## config.mk

```make
export PLATFORM = sky130hd
export DESIGN_NAME = usrx_receive_path
export DESIGN_NICKNAME = d
export VERILOG_FILES = /design/src/design/usrx_pkg.sv /design/src/design/usrx_receive_path.sv
export SDC_FILE = /design/constraint.sdc
export NUM_CORES = 1
export LEC_CHECK = 0
export BUFFER_PORTS_ARGS = -buffer_cell sky130_fd_sc_hd__buf_4
export CORE_UTILIZATION = 56
export DETAILED_ROUTE_END_ITERATION = 8
export PLACE_DENSITY = 0.85
export SYNTH_ARGS = -nofsm -noshare
export SYNTH_HDL_FRONTEND = slang
export SYNTH_SLANG_ARGS = --single-unit
export TNS_END_PERCENT = 1
```

## constraint.sdc

```tcl
create_clock -name REF_CLK -period 2.95 [get_ports REF_CLK]
set_clock_uncertainty 0.05 [all_clocks]
set_input_delay 0.59 -clock REF_CLK [delete_from_list [all_inputs] [get_ports REF_CLK]]
set_output_delay 0.59 -clock REF_CLK [all_outputs]
set_load 0.02 [all_outputs]
```

## src/design/usrx_pkg.sv

```systemverilog
// constants shared by the serial receive path: register indexes, field
// positions, reset values, oversampling figures and the receiver states.
// assumes a 40 MHz REF_CLK and a 32-bit AXI4-Lite register port.
//
// Notes on behaviour
// [RL1] line is sampled on a x16 baud tick; shifter moves once per bit
// [RL2] async reception starts only while continuous receive enable is set
// [RL3] after stop bit, word goes into fifo if room; receive flag then set
// [RL4] receive flag is read-only; clears once data read and fifo empty
// [RL5] receive flag raises a request only while its enable bit is set
// [RL6] receive data is a two-entry fifo; two reads return both in order
// [RL7] fifo full at a further stop bit: set overrun, drop that word
// [RL8] overrun clears only by dropping then raising continuous receive enable
// [RL9] while overrun stands, no word moves from shifter into the fifo
// [RL10] a stop bit sampled low sets the framing error bit
// [RL11] framing error and ninth bit queue with data; read status first
// [RL12] sync slave receive acts as master receive; single receive ignored
// [RL13] sync slave with continuous receive keeps receiving during sleep
// [RL14] word finished in sleep wakes core if enabled; vector 0004h
// [RL15] software sets sync, port enable, clears master, then receive enable
// [RL16] software reads status, then data, clears errors via receive enable
// [RL17] core request also needs global enable and peripheral gate set
// [RL18] software keeps parallel port flag and enable bits at zero
// [RL19] async start is a falling edge on idle-high line; data lsb first

package usrx_pkg;

  // ===========================================================
  // register indexes (byte address is four times the index)
  localparam int USRX_AW = 12;
  localparam int USRX_IW = 10;
  localparam logic [9:0] IDX_INTERRUPT_CONTROL = 10'h00B;
  localparam logic [9:0] IDX_PERIPHERAL_IRQ_FLAGS = 10'h00C;
  localparam logic [9:0] IDX_RECEIVE_STATUS_CONTROL = 10'h018;
  localparam logic [9:0] IDX_RECEIVE_DATA_FIFO = 10'h01A;
  localparam logic [9:0] IDX_PERIPHERAL_IRQ_ENABLES = 10'h08C;
  localparam logic [9:0] IDX_TRANSMIT_STATUS_CONTROL = 10'h098;
  localparam logic [9:0] IDX_BAUD_DIVISOR = 10'h099;
  localparam logic [9:0] IDX_EVENT_STATUS = 10'h0A0;
  localparam logic [9:0] IDX_EVENT_MASK = 10'h0A1;

  // ===========================================================
  // field positions
  localparam int GLOBAL_IRQ_ENABLE_BIT = 7;
  localparam int PERIPHERAL_IRQ_GATE_BIT = 6;
  localparam int RECEIVE_FLAG_BIT = 5;
  localparam int RECEIVE_IRQ_ENABLE_BIT = 5;
  localparam int SERIAL_PORT_ENABLE_BIT = 7;
  localparam int NINE_BIT_SELECT_BIT = 6;
  localparam int CONT_RECEIVE_ENABLE_BIT = 4;
  localparam int FRAMING_ERROR_BIT = 2;
  localparam int OVERRUN_ERROR_BIT = 1;
  localparam int NINTH_RX_BIT_BIT = 0;
  localparam int CLOCK_SOURCE_MASTER_BIT = 7;
  localparam int SYNC_MODE_SELECT_BIT = 4;
  localparam int EVT_RECEIVED_BIT = 0;
  localparam int EVT_FRAMING_BIT = 1;
  localparam int EVT_OVERRUN_BIT = 2;

  // ===========================================================
  // reset values and fixed bits
  localparam logic [7:0] RST_INTERRUPT_CONTROL = 8'h00;
  localparam logic [7:0] RST_RECEIVE_CONTROL = 8'h00;
  localparam logic [7:0] RST_IRQ_ENABLES = 8'h00;
  localparam logic [7:0] RST_TRANSMIT_CONTROL = 8'h02;
  localparam logic [7:0] RST_BAUD_DIVISOR = 8'h00;
  localparam logic [7:0] RST_EVENT_MASK = 8'h00;
  localparam logic [7:0] TXSC_RO_MASK = 8'h0A;
  localparam logic [7:0] TXSC_FIXED = 8'h02;

  // ===========================================================
  // timing and protocol figures
  localparam logic [3:0] OVERSAMPLE_LAST = 4'hF;
  localparam logic [3:0] START_MID_TICK = 4'h7;
  localparam logic [15:0] IRQ_VECTOR_ADDR = 16'h0004;
  localparam logic [1:0] RESP_OKAY = 2'h0;
  localparam logic [1:0] RESP_SLVERR = 2'h2;

  typedef enum logic [1:0] {
    ST_IDLE = 2'b00,
    ST_START = 2'b01,
    ST_DATA = 2'b10,
    ST_STOP = 2'b11
  } usrx_state_e;

  // word index of a byte address
  function automatic logic [9:0] usrx_word(input logic [USRX_AW-1:0] a);
    return a[USRX_AW-1:2];
  endfunction

  // true for an index that holds a register
  function automatic logic usrx_mapped(input logic [9:0] i);
    return (i == IDX_INTERRUPT_CONTROL) || (i == IDX_PERIPHERAL_IRQ_FLAGS) ||
      (i == IDX_RECEIVE_STATUS_CONTROL) || (i == IDX_RECEIVE_DATA_FIFO) ||
      (i == IDX_PERIPHERAL_IRQ_ENABLES) || (i == IDX_TRANSMIT_STATUS_CONTROL) ||
      (i == IDX_BAUD_DIVISOR) || (i == IDX_EVENT_STATUS) || (i == IDX_EVENT_MASK);
  endfunction

endpackage

```

## src/design/usrx_receive_path.sv

```systemverilog
// serial receive path: async x16 receiver, sync slave receiver,
// receive fifo with queued framing error and ninth bit, AXI4-Lite registers, interrupts.
// assumes line and clock pins already synchronous to REF_CLK.
//
// Chosen here: the AXI4-Lite interface to the registers.
`timescale 1ns/1ps

module usrx_receive_path import usrx_pkg::*; #(
  parameter int DEPTH = 2
) (
  // clock and reset
  input wire logic REF_CLK,
  input wire logic RST_N,
  // AXI4-Lite write channels
  input wire logic [USRX_AW-1:0] S_AXI_AWADDR,
  input wire logic S_AXI_AWVALID,
  output logic S_AXI_AWREADY,
  input wire logic [31:0] S_AXI_WDATA,
  input wire logic [3:0] S_AXI_WSTRB,
  input wire logic S_AXI_WVALID,
  output logic S_AXI_WREADY,
  output logic [1:0] S_AXI_BRESP,
  output logic S_AXI_BVALID,
  input wire logic S_AXI_BREADY,
  // AXI4-Lite read channels
  input wire logic [USRX_AW-1:0] S_AXI_ARADDR,
  input wire logic S_AXI_ARVALID,
  output logic S_AXI_ARREADY,
  output logic [31:0] S_AXI_RDATA,
  output logic [1:0] S_AXI_RRESP,
  output logic S_AXI_RVALID,
  input wire logic S_AXI_RREADY,
  // serial line
  input wire logic RECEIVE_LINE_PIN,
  input wire logic SYNC_CLOCK_PIN,
  // core side
  input wire logic SLEEP_ACTIVE,
  output logic IRQ,
  output logic RECEIVE_IRQ,
  output logic WAKE_REQ,
  output logic [15:0] IRQ_VECTOR
);

  localparam int PTR_W = (DEPTH > 1) ? $clog2(DEPTH) : 1;
  localparam int CNT_W = $clog2(DEPTH + 1);
  localparam logic [CNT_W-1:0] FULL_CNT = CNT_W'(DEPTH);
  localparam logic [PTR_W-1:0] LAST_PTR = PTR_W'(DEPTH - 1);

  // ===========================================================
  // bus slave state
  logic awready_reg, wready_reg, bvalid_reg;
  logic [1:0] bresp_reg;
  logic [USRX_AW-1:0] aw_addr_reg;
  logic [7:0] w_byte_reg;
  logic w_lane_reg;
  logic arready_reg, rvalid_reg;
  logic [1:0] rresp_reg;
  logic [31:0] rdata_reg;
  logic wr_go, rd_go, wr_en;
  logic [9:0] wr_idx, rd_idx;
  logic [7:0] rd_byte;

  // ===========================================================
  // software registers and receiver state
  logic [7:0] intctl_reg, enables_reg, txsc_reg, baud_reg, mask_reg;
  logic [7:3] rxctl_reg;
  logic [2:0] status_reg;
  logic overrun_error_reg, receive_flag_reg;
  logic irq_reg, rcv_irq_reg, wake_reg;
  logic [15:0] vector_reg;
  usrx_state_e state_reg;
  logic [7:0] brg_cnt_reg;
  logic [3:0] os_cnt_reg, bit_cnt_reg;
  logic [8:0] shift_reg;
  logic line_prev_reg, ck_prev_reg;
  logic done_reg, done_framing_error_reg, done_ninth_reg;
  logic [7:0] done_data_reg;
  logic [7:0] fifo_data [DEPTH];
  logic fifo_ninth [DEPTH];
  logic fifo_framing_error [DEPTH];
  logic [PTR_W-1:0] wr_ptr_reg, rd_ptr_reg;
  logic [CNT_W-1:0] count_reg, count_next;

  // ===========================================================
  // control decode
  logic port_en, continuous_receive_enable, nine, sync_mode, master, sync_slave;
  logic rx_active, tick, ck_rise, line_fall, last_bit;
  logic push, pop, ovf_evt, stat_clear;
  logic [2:0] evt;

  assign port_en = rxctl_reg[SERIAL_PORT_ENABLE_BIT];
  assign continuous_receive_enable = rxctl_reg[CONT_RECEIVE_ENABLE_BIT];
  assign nine = rxctl_reg[NINE_BIT_SELECT_BIT];
  assign sync_mode = txsc_reg[SYNC_MODE_SELECT_BIT];
  assign master = txsc_reg[CLOCK_SOURCE_MASTER_BIT];
  // single receive enable is never looked at: slave needs no strobe [RL12]
  assign sync_slave = sync_mode && !master;
  // async stops in sleep (core clock gone); sync slave runs on [RL2] [RL13]
  assign rx_active = port_en && continuous_receive_enable && (!SLEEP_ACTIVE || sync_slave);
  assign tick = (brg_cnt_reg == baud_reg);
  assign ck_rise = SYNC_CLOCK_PIN && !ck_prev_reg;
  assign line_fall = line_prev_reg && !RECEIVE_LINE_PIN;
  assign last_bit = (bit_cnt_reg == (nine ? 4'h8 : 4'h7));

  // baud divider: one tick per (divisor+1) clocks, sixteen per bit [RL1]
  always_ff @(posedge REF_CLK or negedge RST_N) begin
    if (!RST_N) begin
      brg_cnt_reg <= 8'h00;
    end else if (tick || !rx_active) begin
      brg_cnt_reg <= 8'h00;
    end else begin
      brg_cnt_reg <= brg_cnt_reg + 8'h01;
    end
  end

  // previous pin levels for edge detection
  always_ff @(posedge REF_CLK or negedge RST_N) begin
    if (!RST_N) begin
      line_prev_reg <= 1'b1;
      ck_prev_reg <= 1'b0;
    end else begin
      line_prev_reg <= RECEIVE_LINE_PIN;
      ck_prev_reg <= SYNC_CLOCK_PIN;
    end
  end

  // ===========================================================
  // receive shifter; a frame in flight is dropped when reception stops
  always_ff @(posedge REF_CLK or negedge RST_N) begin
    if (!RST_N) begin
      state_reg <= ST_IDLE;
      os_cnt_reg <= 4'h0;
      bit_cnt_reg <= 4'h0;
      shift_reg <= 9'h000;
      done_reg <= 1'b0;
      done_framing_error_reg <= 1'b0;
      done_ninth_reg <= 1'b0;
      done_data_reg <= 8'h00;
    end else begin
      done_reg <= 1'b0;
      if (!rx_active) begin
        state_reg <= ST_IDLE;
        os_cnt_reg <= 4'h0;
        bit_cnt_reg <= 4'h0;
      end else if (sync_slave) begin
        // data taken on the rising edge of the master's clock
        state_reg <= ST_IDLE;
        if (ck_rise) begin
          shift_reg <= {RECEIVE_LINE_PIN, shift_reg[8:1]}; // [RL19]
          if (last_bit) begin
            bit_cnt_reg <= 4'h0;
            done_reg <= 1'b1; // [RL13]
            done_framing_error_reg <= 1'b0;
            done_ninth_reg <= nine ? RECEIVE_LINE_PIN : 1'b0;
            done_data_reg <= nine ? shift_reg[8:1] : {RECEIVE_LINE_PIN, shift_reg[8:2]};
          end else begin
            bit_cnt_reg <= bit_cnt_reg + 4'h1;
          end
        end
      end else begin
        case (state_reg)
          ST_IDLE: begin
            os_cnt_reg <= 4'h0;
            bit_cnt_reg <= 4'h0;
            if (line_fall) begin
              state_reg <= ST_START; // [RL19]
            end
          end
          ST_START: begin
            if (tick) begin
              os_cnt_reg <= os_cnt_reg + 4'h1;
              if (os_cnt_reg == START_MID_TICK) begin
                // a glitch shorter than half a bit is not a start
                state_reg <= RECEIVE_LINE_PIN ? ST_IDLE : ST_DATA;
                os_cnt_reg <= 4'h0;
              end
            end
          end
          ST_DATA: begin
            if (tick) begin
              os_cnt_reg <= os_cnt_reg + 4'h1;
              if (os_cnt_reg == OVERSAMPLE_LAST) begin
                // one shift per bit, lsb first [RL1] [RL19]
                shift_reg <= {RECEIVE_LINE_PIN, shift_reg[8:1]};
                bit_cnt_reg <= bit_cnt_reg + 4'h1;
                if (last_bit) begin
                  state_reg <= ST_STOP;
                end
              end
            end
          end
          ST_STOP: begin
            if (tick) begin
              os_cnt_reg <= os_cnt_reg + 4'h1;
              if (os_cnt_reg == OVERSAMPLE_LAST) begin
                state_reg <= ST_IDLE;
                done_reg <= 1'b1;
                done_framing_error_reg <= !RECEIVE_LINE_PIN; // [RL10]
                done_ninth_reg <= nine ? shift_reg[8] : 1'b0;
                done_data_reg <= nine ? shift_reg[7:0] : shift_reg[8:1];
              end
            end
          end
          default: begin
            state_reg <= ST_IDLE;
          end
        endcase
      end
    end
  end

  // ===========================================================
  // fifo control; push only with room and no overrun standing
  assign push = done_reg && !overrun_error_reg && (count_reg < FULL_CNT); // [RL3] [RL9]
  assign ovf_evt = done_reg && !overrun_error_reg && (count_reg == FULL_CNT); // [RL7]
  assign pop = rd_go && (rd_idx == IDX_RECEIVE_DATA_FIFO) && (count_reg != '0);

  always_comb begin
    count_next = count_reg;
    if (push && !pop) begin
      count_next = count_reg + 1'b1;
    end else if (pop && !push) begin
      count_next = count_reg - 1'b1;
    end
  end

  // storage: data, framing error and ninth bit travel together [RL6] [RL11]
  always_ff @(posedge REF_CLK) begin
    if (push) begin
      fifo_data[wr_ptr_reg] <= done_data_reg;
      fifo_ninth[wr_ptr_reg] <= done_ninth_reg;
      fifo_framing_error[wr_ptr_reg] <= done_framing_error_reg;
    end
  end

  // pointers, count and the receive flag, which tracks fill level [RL3] [RL4]
  always_ff @(posedge REF_CLK or negedge RST_N) begin
    if (!RST_N) begin
      wr_ptr_reg <= '0;
      rd_ptr_reg <= '0;
      count_reg <= '0;
      receive_flag_reg <= 1'b0;
    end else begin
      if (push) begin
        wr_ptr_reg <= (wr_ptr_reg == LAST_PTR) ? '0 : wr_ptr_reg + 1'b1;
      end
      if (pop) begin
        rd_ptr_reg <= (rd_ptr_reg == LAST_PTR) ? '0 : rd_ptr_reg + 1'b1;
      end
      count_reg <= count_next;
      receive_flag_reg <= (count_next != '0);
    end
  end

  // overrun: a set in the same cycle as the clear wins [RL7] [RL8]
  always_ff @(posedge REF_CLK or negedge RST_N) begin
    if (!RST_N) begin
      overrun_error_reg <= 1'b0;
    end else if (ovf_evt) begin
      overrun_error_reg <= 1'b1;
    end else if (!continuous_receive_enable) begin
      overrun_error_reg <= 1'b0;
    end
  end

  // ===========================================================
  // AXI4-Lite write side: address and data taken in either order
  assign wr_go = !awready_reg && !wready_reg && !bvalid_reg;
  assign wr_idx = usrx_word(aw_addr_reg);
  assign wr_en = wr_go && w_lane_reg;

  always_ff @(posedge REF_CLK or negedge RST_N) begin
    if (!RST_N) begin
      awready_reg <= 1'b1;
      wready_reg <= 1'b1;
      bvalid_reg <= 1'b0;
      bresp_reg <= RESP_OKAY;
      aw_addr_reg <= '0;
      w_byte_reg <= 8'h00;
      w_lane_reg <= 1'b0;
    end else begin
      if (S_AXI_AWVALID && awready_reg) begin
        awready_reg <= 1'b0;
        aw_addr_reg <= S_AXI_AWADDR;
      end
      if (S_AXI_WVALID && wready_reg) begin
        wready_reg <= 1'b0;
        w_byte_reg <= S_AXI_WDATA[7:0];
        w_lane_reg <= S_AXI_WSTRB[0];
      end
      if (wr_go) begin
        bvalid_reg <= 1'b1;
        bresp_reg <= usrx_mapped(wr_idx) ? RESP_OKAY : RESP_SLVERR;
      end
      if (bvalid_reg && S_AXI_BREADY) begin
        bvalid_reg <= 1'b0;
        awready_reg <= 1'b1;
        wready_reg <= 1'b1;
      end
    end
  end

  // writable registers; read-only bits and lanes above byte 0 are dropped
  always_ff @(posedge REF_CLK or negedge RST_N) begin
    if (!RST_N) begin
      intctl_reg <= RST_INTERRUPT_CONTROL;
      rxctl_reg <= RST_RECEIVE_CONTROL[7:3];
      enables_reg <= RST_IRQ_ENABLES;
      txsc_reg <= RST_TRANSMIT_CONTROL;
      baud_reg <= RST_BAUD_DIVISOR;
      mask_reg <= RST_EVENT_MASK;
    end else if (wr_en) begin
      case (wr_idx)
        IDX_INTERRUPT_CONTROL: intctl_reg <= w_byte_reg;
        IDX_RECEIVE_STATUS_CONTROL: rxctl_reg <= w_byte_reg[7:3];
        IDX_PERIPHERAL_IRQ_ENABLES: enables_reg <= w_byte_reg;
        IDX_TRANSMIT_STATUS_CONTROL: txsc_reg <= (w_byte_reg & ~TXSC_RO_MASK) | TXSC_FIXED;
        IDX_BAUD_DIVISOR: baud_reg <= w_byte_reg;
        IDX_EVENT_MASK: mask_reg <= w_byte_reg;
        default: begin
        end
      endcase
    end
  end

  // ===========================================================
  // AXI4-Lite read side; framing error and ninth bit shown are those of the fifo head
  assign rd_go = S_AXI_ARVALID && arready_reg;
  assign rd_idx = usrx_word(S_AXI_ARADDR);

  always_comb begin
    rd_byte = 8'h00;
    case (rd_idx)
      IDX_INTERRUPT_CONTROL: rd_byte = intctl_reg;
      IDX_PERIPHERAL_IRQ_FLAGS: rd_byte[RECEIVE_FLAG_BIT] = receive_flag_reg;
      IDX_RECEIVE_STATUS_CONTROL: begin
        rd_byte[7:3] = rxctl_reg;
        rd_byte[FRAMING_ERROR_BIT] = (count_reg != '0) && fifo_framing_error[rd_ptr_reg];
        rd_byte[OVERRUN_ERROR_BIT] = overrun_error_reg;
        rd_byte[NINTH_RX_BIT_BIT] = (count_reg != '0) && fifo_ninth[rd_ptr_reg];
      end
      IDX_RECEIVE_DATA_FIFO: rd_byte = (count_reg != '0) ? fifo_data[rd_ptr_reg] : 8'h00;
      IDX_PERIPHERAL_IRQ_ENABLES: rd_byte = enables_reg;
      IDX_TRANSMIT_STATUS_CONTROL: rd_byte = txsc_reg;
      IDX_BAUD_DIVISOR: rd_byte = baud_reg;
      IDX_EVENT_STATUS: rd_byte = {5'b00000, status_reg};
      IDX_EVENT_MASK: rd_byte = mask_reg;
      default: rd_byte = 8'h00;
    endcase
  end

  always_ff @(posedge REF_CLK or negedge RST_N) begin
    if (!RST_N) begin
      arready_reg <= 1'b1;
      rvalid_reg <= 1'b0;
      rresp_reg <= RESP_OKAY;
      rdata_reg <= 32'h00000000;
    end else begin
      if (rd_go) begin
        arready_reg <= 1'b0;
        rvalid_reg <= 1'b1;
        rdata_reg <= {24'h000000, rd_byte};
        rresp_reg <= usrx_mapped(rd_idx) ? RESP_OKAY : RESP_SLVERR;
      end
      if (rvalid_reg && S_AXI_RREADY) begin
        rvalid_reg <= 1'b0;
        arready_reg <= 1'b1;
      end
    end
  end

  // ===========================================================
  // sticky event status, cleared by reading it; new events win
  assign stat_clear = rd_go && (rd_idx == IDX_EVENT_STATUS);
  assign evt = {ovf_evt, push && done_framing_error_reg, push};

  always_ff @(posedge REF_CLK or negedge RST_N) begin
    if (!RST_N) begin
      status_reg <= 3'b000;
    end else begin
      status_reg <= (stat_clear ? 3'b000 : status_reg) | evt;
    end
  end

  // interrupt outputs, all registered
  always_ff @(posedge REF_CLK or negedge RST_N) begin
    if (!RST_N) begin
      irq_reg <= 1'b0;
      rcv_irq_reg <= 1'b0;
      wake_reg <= 1'b0;
      vector_reg <= 16'h0000;
    end else begin
      irq_reg <= |(status_reg & mask_reg[2:0]);
      rcv_irq_reg <= receive_flag_reg && enables_reg[RECEIVE_IRQ_ENABLE_BIT] &&
        intctl_reg[GLOBAL_IRQ_ENABLE_BIT] && intctl_reg[PERIPHERAL_IRQ_GATE_BIT]; // [RL5] [RL17]
      wake_reg <= receive_flag_reg && enables_reg[RECEIVE_IRQ_ENABLE_BIT] &&
        SLEEP_ACTIVE; // [RL14]
      vector_reg <= (receive_flag_reg && enables_reg[RECEIVE_IRQ_ENABLE_BIT] &&
        intctl_reg[GLOBAL_IRQ_ENABLE_BIT] && intctl_reg[PERIPHERAL_IRQ_GATE_BIT]) ?
        IRQ_VECTOR_ADDR : 16'h0000; // [RL14]
    end
  end

  assign S_AXI_AWREADY = awready_reg;
  assign S_AXI_WREADY = wready_reg;
  assign S_AXI_BVALID = bvalid_reg;
  assign S_AXI_BRESP = bresp_reg;
  assign S_AXI_ARREADY = arready_reg;
  assign S_AXI_RVALID = rvalid_reg;
  assign S_AXI_RRESP = rresp_reg;
  assign S_AXI_RDATA = rdata_reg;
  assign IRQ = irq_reg;
  assign RECEIVE_IRQ = rcv_irq_reg;
  assign WAKE_REQ = wake_reg;
  assign IRQ_VECTOR = vector_reg;
endmodule

```

==> reports/results.ini, run 1 <==
[timing]
layout_min_cycle_time_ns = 2.65
finalSetupTns_ns = 0
setup_viol = 0
final_hold_viol_count = 0
drv_slew = 0
worst_pin_slew_ns = 0.752
fmax_ghz = 0.378
timing.final.crit_share = 0.897
relSlewSlack = 0.498
rsz0062_at_grt = false

[drt]
drt-met1-wl_microns = 6890
routed-wl-met3_microns = 1020
drtAntennaViolNets = 0
wl_per_cell_microns = 19.4
drt_iter0_markers = 514
wirelength_microns = 16900
via_count = 5278
wl_met2_microns = 8290
top_layer_used = met4
vias_per_cell = 6.07
dr.pass1.iters = 7
drc_errors = 0

[synthesis]
synth_top_family_by_area = multiplexers
ys_ff_latch = 149
synth-async-reset-ratio = 0.866
synth-simple-area-share = 0.129
synth_cell_types = 71
synth.most_common_cell = dfrtp_1
ys_warn_count = 0
avgSynthCellArea_sq_um = 12.0
synthTopCellsByArea = dfrtp_1 (42%), mux2_2 (13%), edfxtp_1 (8.1%)
yosys.area_share.adder = 0.00845
yosysSeqAreaShare = 0.518
yosys.area.top_type = dfrtp_1
synthTopCellsByCount = dfrtp_1 (125), mux2_2 (85), buf_4 (42)
synthMuxAreaShare = 0.171
yosysTopAreaCellShare = 0.423
synth_compound_area_frac = 0.0899
synthFlopType = dfrtp_1
synthXorXnorAreaFrac = 0.0237
synth_edf_count = 20
synth_cells = 616
synth_area_sq_um = 7400

[grt]
grt.total_usage = 0.272
grt_max_degree = 57
grt_pass1_vias = 5220
grt_overflow_total = 0
antenna_found_initial = 0
grt_pass1_wl_microns = 27300

[finish]
nNetsFinal = 760
instances_no_fill = 870
largest_reg_flops = 16
n_antenna_cell = 0
post-route-util = 0.666
syn2layout_area_growth_pct = 15.0
drive_gt1_frac = 0.294

[clocking]
htree_levels = 4
postCtsSetupBuffers = 0
holdBufCountCts = 0
cts-root-buf = clkbuf_16
cts.clk_slew.worst_paths_ns = 0.06
clockBufferDepth = 2
cts.sinks = 149
clkLatencyLatePin_ns = 0.44
cts_tree = yes
cts_resized = 0
numCtsBuffers = 17

[placement]
dp_hpwl_microns = 11700
gp_congestion = 0.903
dp.cells = 838
io_buffer_count = 57

[worst_setup_path]
cp.arrival_ns = 2.92
critical_path_peak_fanout = 9
cp_slowest_stage_delay_ns = 0.58
crit_required_ns = 3.22
cp_slowest_cell = o22ai_2
cp_top_family = simple AND/OR/NAND/NOR gates
cp-end-kind = flop
path_class = flop to flop
critPathLaunchType = flop
crit_buf_inv = 0
crit_chain = xor2_1 > nor4_1 > nand2_1 > o22ai_2 > mux2_2

[die]
ios = 130
die_w_microns = 117
dieArea_sq_um = 13700
die_h_microns = 117
rows = 41
start_util = 0.579
core_sq_um = 12800

[power_and_ir_drop]
vdd_ir_drop_max_v = 0.000500
power_density_nw_per_um2 = 647
p_leak_nw = 3.84

[min_path]
hp-class = input pin to async pin

[run_status]
status = complete, no violations

[job]
max_cap_violations = 0

## placed cells by master, fill, tap and decap left out, types with 5 or more instances in the layout
master / netlist / final
dfrtp_1: 125 / 125
mux2_2: 85 / 85
buf_4: 42 / 69
conb_1: 1 / 41
nand2_1: 30 / 30
nor2_1: 29 / 29
mux2i_1: 26 / 26
edfxtp_1: 20 / 20
clkbuf_16: 0 / 17
xor2_1: 14 / 14
nand3_1: 14 / 14
nor3_1: 13 / 13
inv_1: 13 / 13
a22oi_1: 13 / 13
and3_1: 11 / 11
nand2b_1: 10 / 10
nor2b_1: 10 / 10
o21ai_0: 10 / 10
a21oi_1: 9 / 9
nand4_1: 7 / 7
xnor2_1: 6 / 6
a31oi_1: 6 / 6
nand3b_1: 5 / 5
a221oi_1: 5 / 5
ha_1: 5 / 5
## layer usage
layer / track usage / up-vias
li1: - / 2339
met1: 0.339 / 2621
met2: 0.436 / 266
met3: 0.0669 / 52
met4: 0.151 / 0
met5: 0 / -
## cell type report
type / count / area [sq um]
Tap cell: 172 / 215
Clock buffer: 21 / 450
Timing Repair Buffer: 70 / 538
Clock inverter: 11 / 151
Multi-Input combinational cell: 434 / 3280
Fill cell: 888 / 4260
Sequential cell: 149 / 3830
Inverter: 13 / 48.8
## logic make-up after synthesis
family / Yosys count
simple gates: 165
fa+ha+maj: 5
buf+inv: 73
other cells: 1
xor+xnor: 20
flops: 149
mux: 114
compound gates: 89
## final timing paths
check	cells after the start	endpoint	startpoint	slack [ns]
worst min register to register	0	fifo_ninth[0]$_DFFE_PP_	done_ninth_reg$_DFFE_PN0P_	0.42
worst max-delay path	5	done_data_reg[7]$_DFFE_PN0P_	baud_reg[0]$_DFFE_PN0P_	0.30
worst max register to register	5	done_data_reg[7]$_DFFE_PN0P_	baud_reg[0]$_DFFE_PN0P_	0.30
worst min-delay path	1	shift_reg[2]$_DFFE_PN0P_	RST_N	0.17
min in group REF_CLK	1	ck_prev_reg$_DFF_PN0_	SYNC_CLOCK_PIN	0.23
max in group asynchronous	2	aw_addr_reg[8]$_DFFE_PN0P_	RST_N	1.91
## stage by stage
stage	cell area (sq um)	setup slack (ns)	power (mW)	hold WS, ns
CTS	8510	0.367	5.52	0.200
finish	8510	0.304	5.51	0.173
global route	8510	0.130	5.71	0.225
detailed placement	7910	0.362	3.31	0.401
global placement	7910	0.411	3.26	0.401
floorplan	7550	0.559	3.01	0.244
## power breakdown
group | switching (mW) | total, mW | internal, mW
combinational | 0.393 | 0.726 | 0.334
clock | 0.858 | 2.22 | 1.36
sequential | 0.269 | 2.57 | 2.30
total | 1.52 | 5.51 | 3.99
## worst reg2reg max path: stages, from the launching register on
cell and delay (ns):
dfrtp_1 0.44, xor2_1 0.18, nor4_1 0.51, nand2_1 0.36, o22ai_2 0.58, mux2_2 0.42
(Power assumes the default switching activity.)
==> inputs of run 2 (changes only) <==
- CELL_PAD_IN_SITES_DETAIL_PLACEMENT: default -> 1
- CELL_PAD_IN_SITES_GLOBAL_PLACEMENT: default -> 2
- CORE_UTILIZATION: 56 -> 37
- GPL_ROUTABILITY_DRIVEN: default -> 0
- PLACE_DENSITY: 0.85 -> 0.84
==> run 2 against run 1 <==
Final cell count up 11%. Final area up 1.4%. Register-to-register slack better by 0.23 ns. Combinational power up 2%.
==> reports/results.ini, run 2 (synthesis results as in run 1) <==
[timing]
finalSetupTns_ns = 0
drv_slew = 0
final_hold_viol_count = 0
rsz0062_at_grt = false
fmax_ghz = 0.413
timing.final.crit_share = 0.820
whs_ns = 0.127
worst_pin_slew_ns = 0.799
setup_viol = 0
layout_min_cycle_time_ns = 2.42
relSlewSlack = 0.467

[worst_setup_path]
cp_slowest_cell = nor4_1
crit_buf_inv = 0
endpoint = done_data_reg[6]$_DFFE_PN0P_
reg2reg_depth = 5
critical_path_peak_fanout = 9
rrSetupSlack_ns = 0.53
worst_r2r_endpoint = done_data_reg[6]$_DFFE_PN0P_
crit_required_ns = 3.21
cp_slowest_stage_delay_ns = 0.53
critPathLaunchType = flop
cp.arrival_ns = 2.68
path_class = flop to flop
cp_top_family = simple AND/OR/NAND/NOR gates
crit_cells = 5
startpoint = brg_cnt_reg[3]$_DFF_PN0_
crit_chain = xor2_1 > nor4_1 > nand2_1 > o22ai_2 > mux2_2
cp-end-kind = flop
r2r-start = brg_cnt_reg[3]$_DFF_PN0_

[drt]
drc_errors = 0
via_count = 5107
vias_per_cell = 5.30
dr.pass1.iters = 4
drt_iter0_markers = 234
wirelength_microns = 18600
wl_per_cell_microns = 19.3
drtAntennaViolNets = 0

[clocking]
holdBufCountCts = 0
postCtsSetupBuffers = 0
cts.clk_slew.worst_paths_ns = 0.06
clockBufferDepth = 2
numCtsBuffers = 17
clkLatencyLatePin_ns = 0.43
cts_resized = 0
cts.sinks = 149
cts-root-buf = clkbuf_16
htree_levels = 4
cts_tree = yes

[finish]
syn2layout_area_growth_pct = 16.6
nNetsFinal = 760
final_cell_mix = dfrtp_1 (125), mux2_2 (85), buf_4 (69), conb_1 (41), nand2_1 (30)
n_antenna_cell = 0
largest_reg_flops = 16
final_common_cell = dfrtp_1
drive_gt1_frac = 0.297

[grt]
top_usage_layer = met2
use_met1 = 0.240
use_met3 = 0.0380
grt_pass1_wl_microns = 30100
antenna_found_initial = 0
grt_pass1_vias = 5477
grt.total_usage = 0.193
grt_overflow_total = 0
grt_max_degree = 130
grtUsageMet2 = 0.330

[die]
core_sq_um = 19500
die_w_microns = 143
dieArea_sq_um = 20600
ios = 130
start_util = 0.379
die_h_microns = 143
rows = 51

[power_and_ir_drop]
p_leak_nw = 3.85
power_density_nw_per_um2 = 646
vdd_ir_drop_max_v = 0.000329
total_power_mw = 5.57

[placement]
io_buffer_count = 57
dp_hpwl_microns = 13300

[run_status]
status = complete, no violations

[min_path]
hp-class = input pin to async pin

[job]
max_cap_violations = 0

run 2: cell count changes in the layout (fill, tap and decap cells not counted):
cell,previous run,this run
clkbuf_1,3,1
clkinvlp_4,2,1
inv_6,2,3
clkinv_2,1,3
inv_4,1,0
inv_8,0,1
clkinv_4,2,3
clkbuf_8,1,0
run 2: metrics by stage:
stage	std cells	utilization	area (sq um)	setup WS (ns)
after global placement	931	0.411	8030	0.371
final	963	0.442	8630	0.530
after CTS	963	0.442	8630	0.465
after detailed placement	931	0.411	8030	0.315
after floorplan	656	-	7550	0.559
after global routing	963	0.442	8630	0.345
run 2: worst min path at each step:
stage          slack, ns                         end  depth (start not counted)
2_1_floorplan       0.24               IRQ$_DFF_PN0_                          0
3_3_place_gp        0.40   fifo_data[0][3]$_DFFE_PP_                          0
3_5_place_dp        0.41   fifo_data[1][3]$_DFFE_PP_                          0
4_1_cts             0.22       ck_prev_reg$_DFF_PN0_                          1
5_1_grt             0.22       ck_prev_reg$_DFF_PN0_                          1
6_report            0.13  S_AXI_RRESP[1]$_DFFE_PN0P_                          2
run 2: layer usage:
layer  vias to the layer above  part of all wire
li1                       2332                 -
met1                      2631              0.42
met2                       115              0.52
met3                        29             0.033
met4                         0             0.022
met5                         -                 0
run 2: final cells by class:
class                   count  area [sq um]
fillers                  2084         10900
flip-flops and latches    149          3830
multi-input cells         434          3280
repair buffers             70           538
clock buffers              18           429
well taps                 265           332
clock inverters            14           176
inverters                  13          48.8
run 2: power breakdown:
part | switching, mW | internal (mW)
registers | 0.286 | 2.30
clock network | 0.909 | 1.34
logic | 0.397 | 0.341
total | 1.59 | 3.98
==> inputs of run 3 (changes only) <==
- clock period: 2.95 -> 2.5 ns (I/O delays scaled with it)
==> run 3 against run 2 <==
Power rose by 21%. Non-clock buffer count rose by 13. Register-to-register slack got worse by 0.31 ns. Hold slack got worse by 0.11 ns. First-iteration DRC count fell by 8.5%. Worst setup slack got worse by 0.31 ns. Critical endpoint is now baud_reg[6]$_DFFE_PN0P_. Final area rose by 1.8%. Combinational power rose by 22%. Sequential cell count did not move. Die area did not move. Final cell count rose by 1.3%.
==> reports/results.ini, run 3 (synthesis results as in run 1) <==
[worst_setup_path]
rrSetupSlack_ns = 0.22
critPathLaunchType = flop
reg2reg_depth = 5
cp_slowest_stage_delay_ns = 0.45
r2r-start = S_AXI_BVALID$_DFFE_PN0P_
crit_required_ns = 2.75
crit_chain = nor3_1 > and3_1 > nor2b_1 > nand4_1 > mux2_2
worst_r2r_endpoint = baud_reg[6]$_DFFE_PN0P_
cp_slowest_cell = nand4_1
cp-end-kind = flop
cp.arrival_ns = 2.53
critical_path_peak_fanout = 8
path_class = flop to flop

[power_and_ir_drop]
power_density_nw_per_um2 = 766
p_sw_mw = 1.84
vdd_ir_drop_max_v = 0.000358
pwr-share-clk = 0.412
p_sw_frac = 0.273
p_int_mw = 4.89
p_leak_nw = 3.93
combPwrFrac = 0.134
p_seq_frac = 0.453

[timing]
setup_viol = 0
rsz0062_at_grt = false
layout_min_cycle_time_ns = 2.28
fmax_ghz = 0.438
whs_ns = 0.0209
finalSetupTns_ns = 0
relSlewSlack = 0.527
final_hold_viol_count = 0
timing.final.crit_share = 0.912
worst_pin_slew_ns = 0.703
drv_slew = 0

[finish]
n_antenna_cell = 0
final_cell_mix = dfrtp_1 (125), mux2_2 (85), buf_4 (81), conb_1 (41), nand2_1 (30)
largest_reg_flops = 16
drive_gt1_frac = 0.307
final_common_cell = dfrtp_1
multi_input_area_sq_um = 3280
finalInstanceArea_sq_um = 8790
seqCellArea_sq_um = 3830
nNetsFinal = 773
n_fill_cell = 2106
syn2layout_area_growth_pct = 18.7

[grt]
grt_pass1_vias = 5554
grt_overflow_total = 0
antenna_found_initial = 0
grt.total_usage = 0.191
grt_max_degree = 42
grt_pass1_wl_microns = 29700

[clocking]
postCtsSetupBuffers = 0
cts_resized = 0
holdBufCountCts = 0
cts-root-buf = clkbuf_16
htree_levels = 4
numCtsBuffers = 17
cts.sinks = 149
clkLatencyLatePin_ns = 0.43
clockBufferDepth = 2
cts_tree = yes
cts.clk_slew.worst_paths_ns = 0.06

[drt]
wl_per_cell_microns = 19.0
drtAntennaViolNets = 0
dr.pass1.iters = 4
vias_per_cell = 5.29
via_count = 5164
wirelength_microns = 18600
drc_errors = 0
drt_iter0_markers = 214

[run_status]
status = complete, no violations

[placement]
io_buffer_count = 57
dpl-instance-area_sq_um = 8140
dp_hpwl_microns = 13800

[die]
die_w_microns = 143
rows = 51
dieArea_sq_um = 20600
start_util = 0.379
ios = 130
core_sq_um = 19500
die_h_microns = 143

[min_path]
hp-class = input pin to async pin

[job]
max_cap_violations = 0

[run 3: per-stage QoR]
step | util | std cells | setup WS, ns | total power, mW
2_1_floorplan | - | 656 | 0.199 | 3.56
3_3_place_gp | 0.417 | 944 | 0.0895 | 3.93
3_5_place_dp | 0.417 | 944 | 0.0276 | 4.00
4_1_cts | 0.450 | 976 | 0.207 | 6.78
5_1_grt | 0.450 | 976 | 0.0597 | 6.98
6_report | 0.450 | 976 | 0.219 | 6.73
[run 3: how the worst max path moves through the flow]
stage                     slack (ns)  cells after the start                startpoint                         end
after floorplan                 0.20                      6           S_AXI_ARADDR[9]  S_AXI_RDATA[4]$_DFFE_PN0P_
after global placement          0.09                      6           S_AXI_ARADDR[8]  S_AXI_RDATA[4]$_DFFE_PN0P_
after detailed placement        0.03                      6           S_AXI_ARADDR[8]  S_AXI_RDATA[2]$_DFFE_PN0P_
after CTS                       0.21                      5  S_AXI_BVALID$_DFFE_PN0P_     baud_reg[6]$_DFFE_PN0P_
after global routing            0.06                      5  S_AXI_BVALID$_DFFE_PN0P_     baud_reg[6]$_DFFE_PN0P_
final                           0.22                      5  S_AXI_BVALID$_DFFE_PN0P_     baud_reg[6]$_DFFE_PN0P_
[run 3: layout make-up]
class | count | share of cell area
multi-input combinational | 434 | 0.373
clock inverter | 9 | 0.0155
tap | 265 | 0.0377
timing repair buffer | 83 | 0.0738
clock buffer | 23 | 0.0582
sequential | 149 | 0.436
inverter | 13 | 0.00555
[run 3: critical path: cells and delay by family, from the launching register on]
family	cells	cell delay [ns]
AND/OR/NAND/NOR	4	1.24
multiplexers	1	0.44
flip-flops	1	0.41
[run 3: routing by layer]
metal,vias up,GRT usage,part of all wire
met1,2643,0.238,0.43
li1,2356,-,-
met3,32,0.0420,0.043
met2,133,0.323,0.51
met5,-,0,0
met4,0,0.0694,0.022
[run 3: power by group through the flow]
stage	combinational, mW	sequential [mW]	clock [mW]
floorplan	0.538	3.02	0
global placement	0.861	3.07	0
detailed placement	0.904	3.09	0
CTS	0.915	3.05	2.82
global route	0.993	3.08	2.91
finish	0.904	3.05	2.77
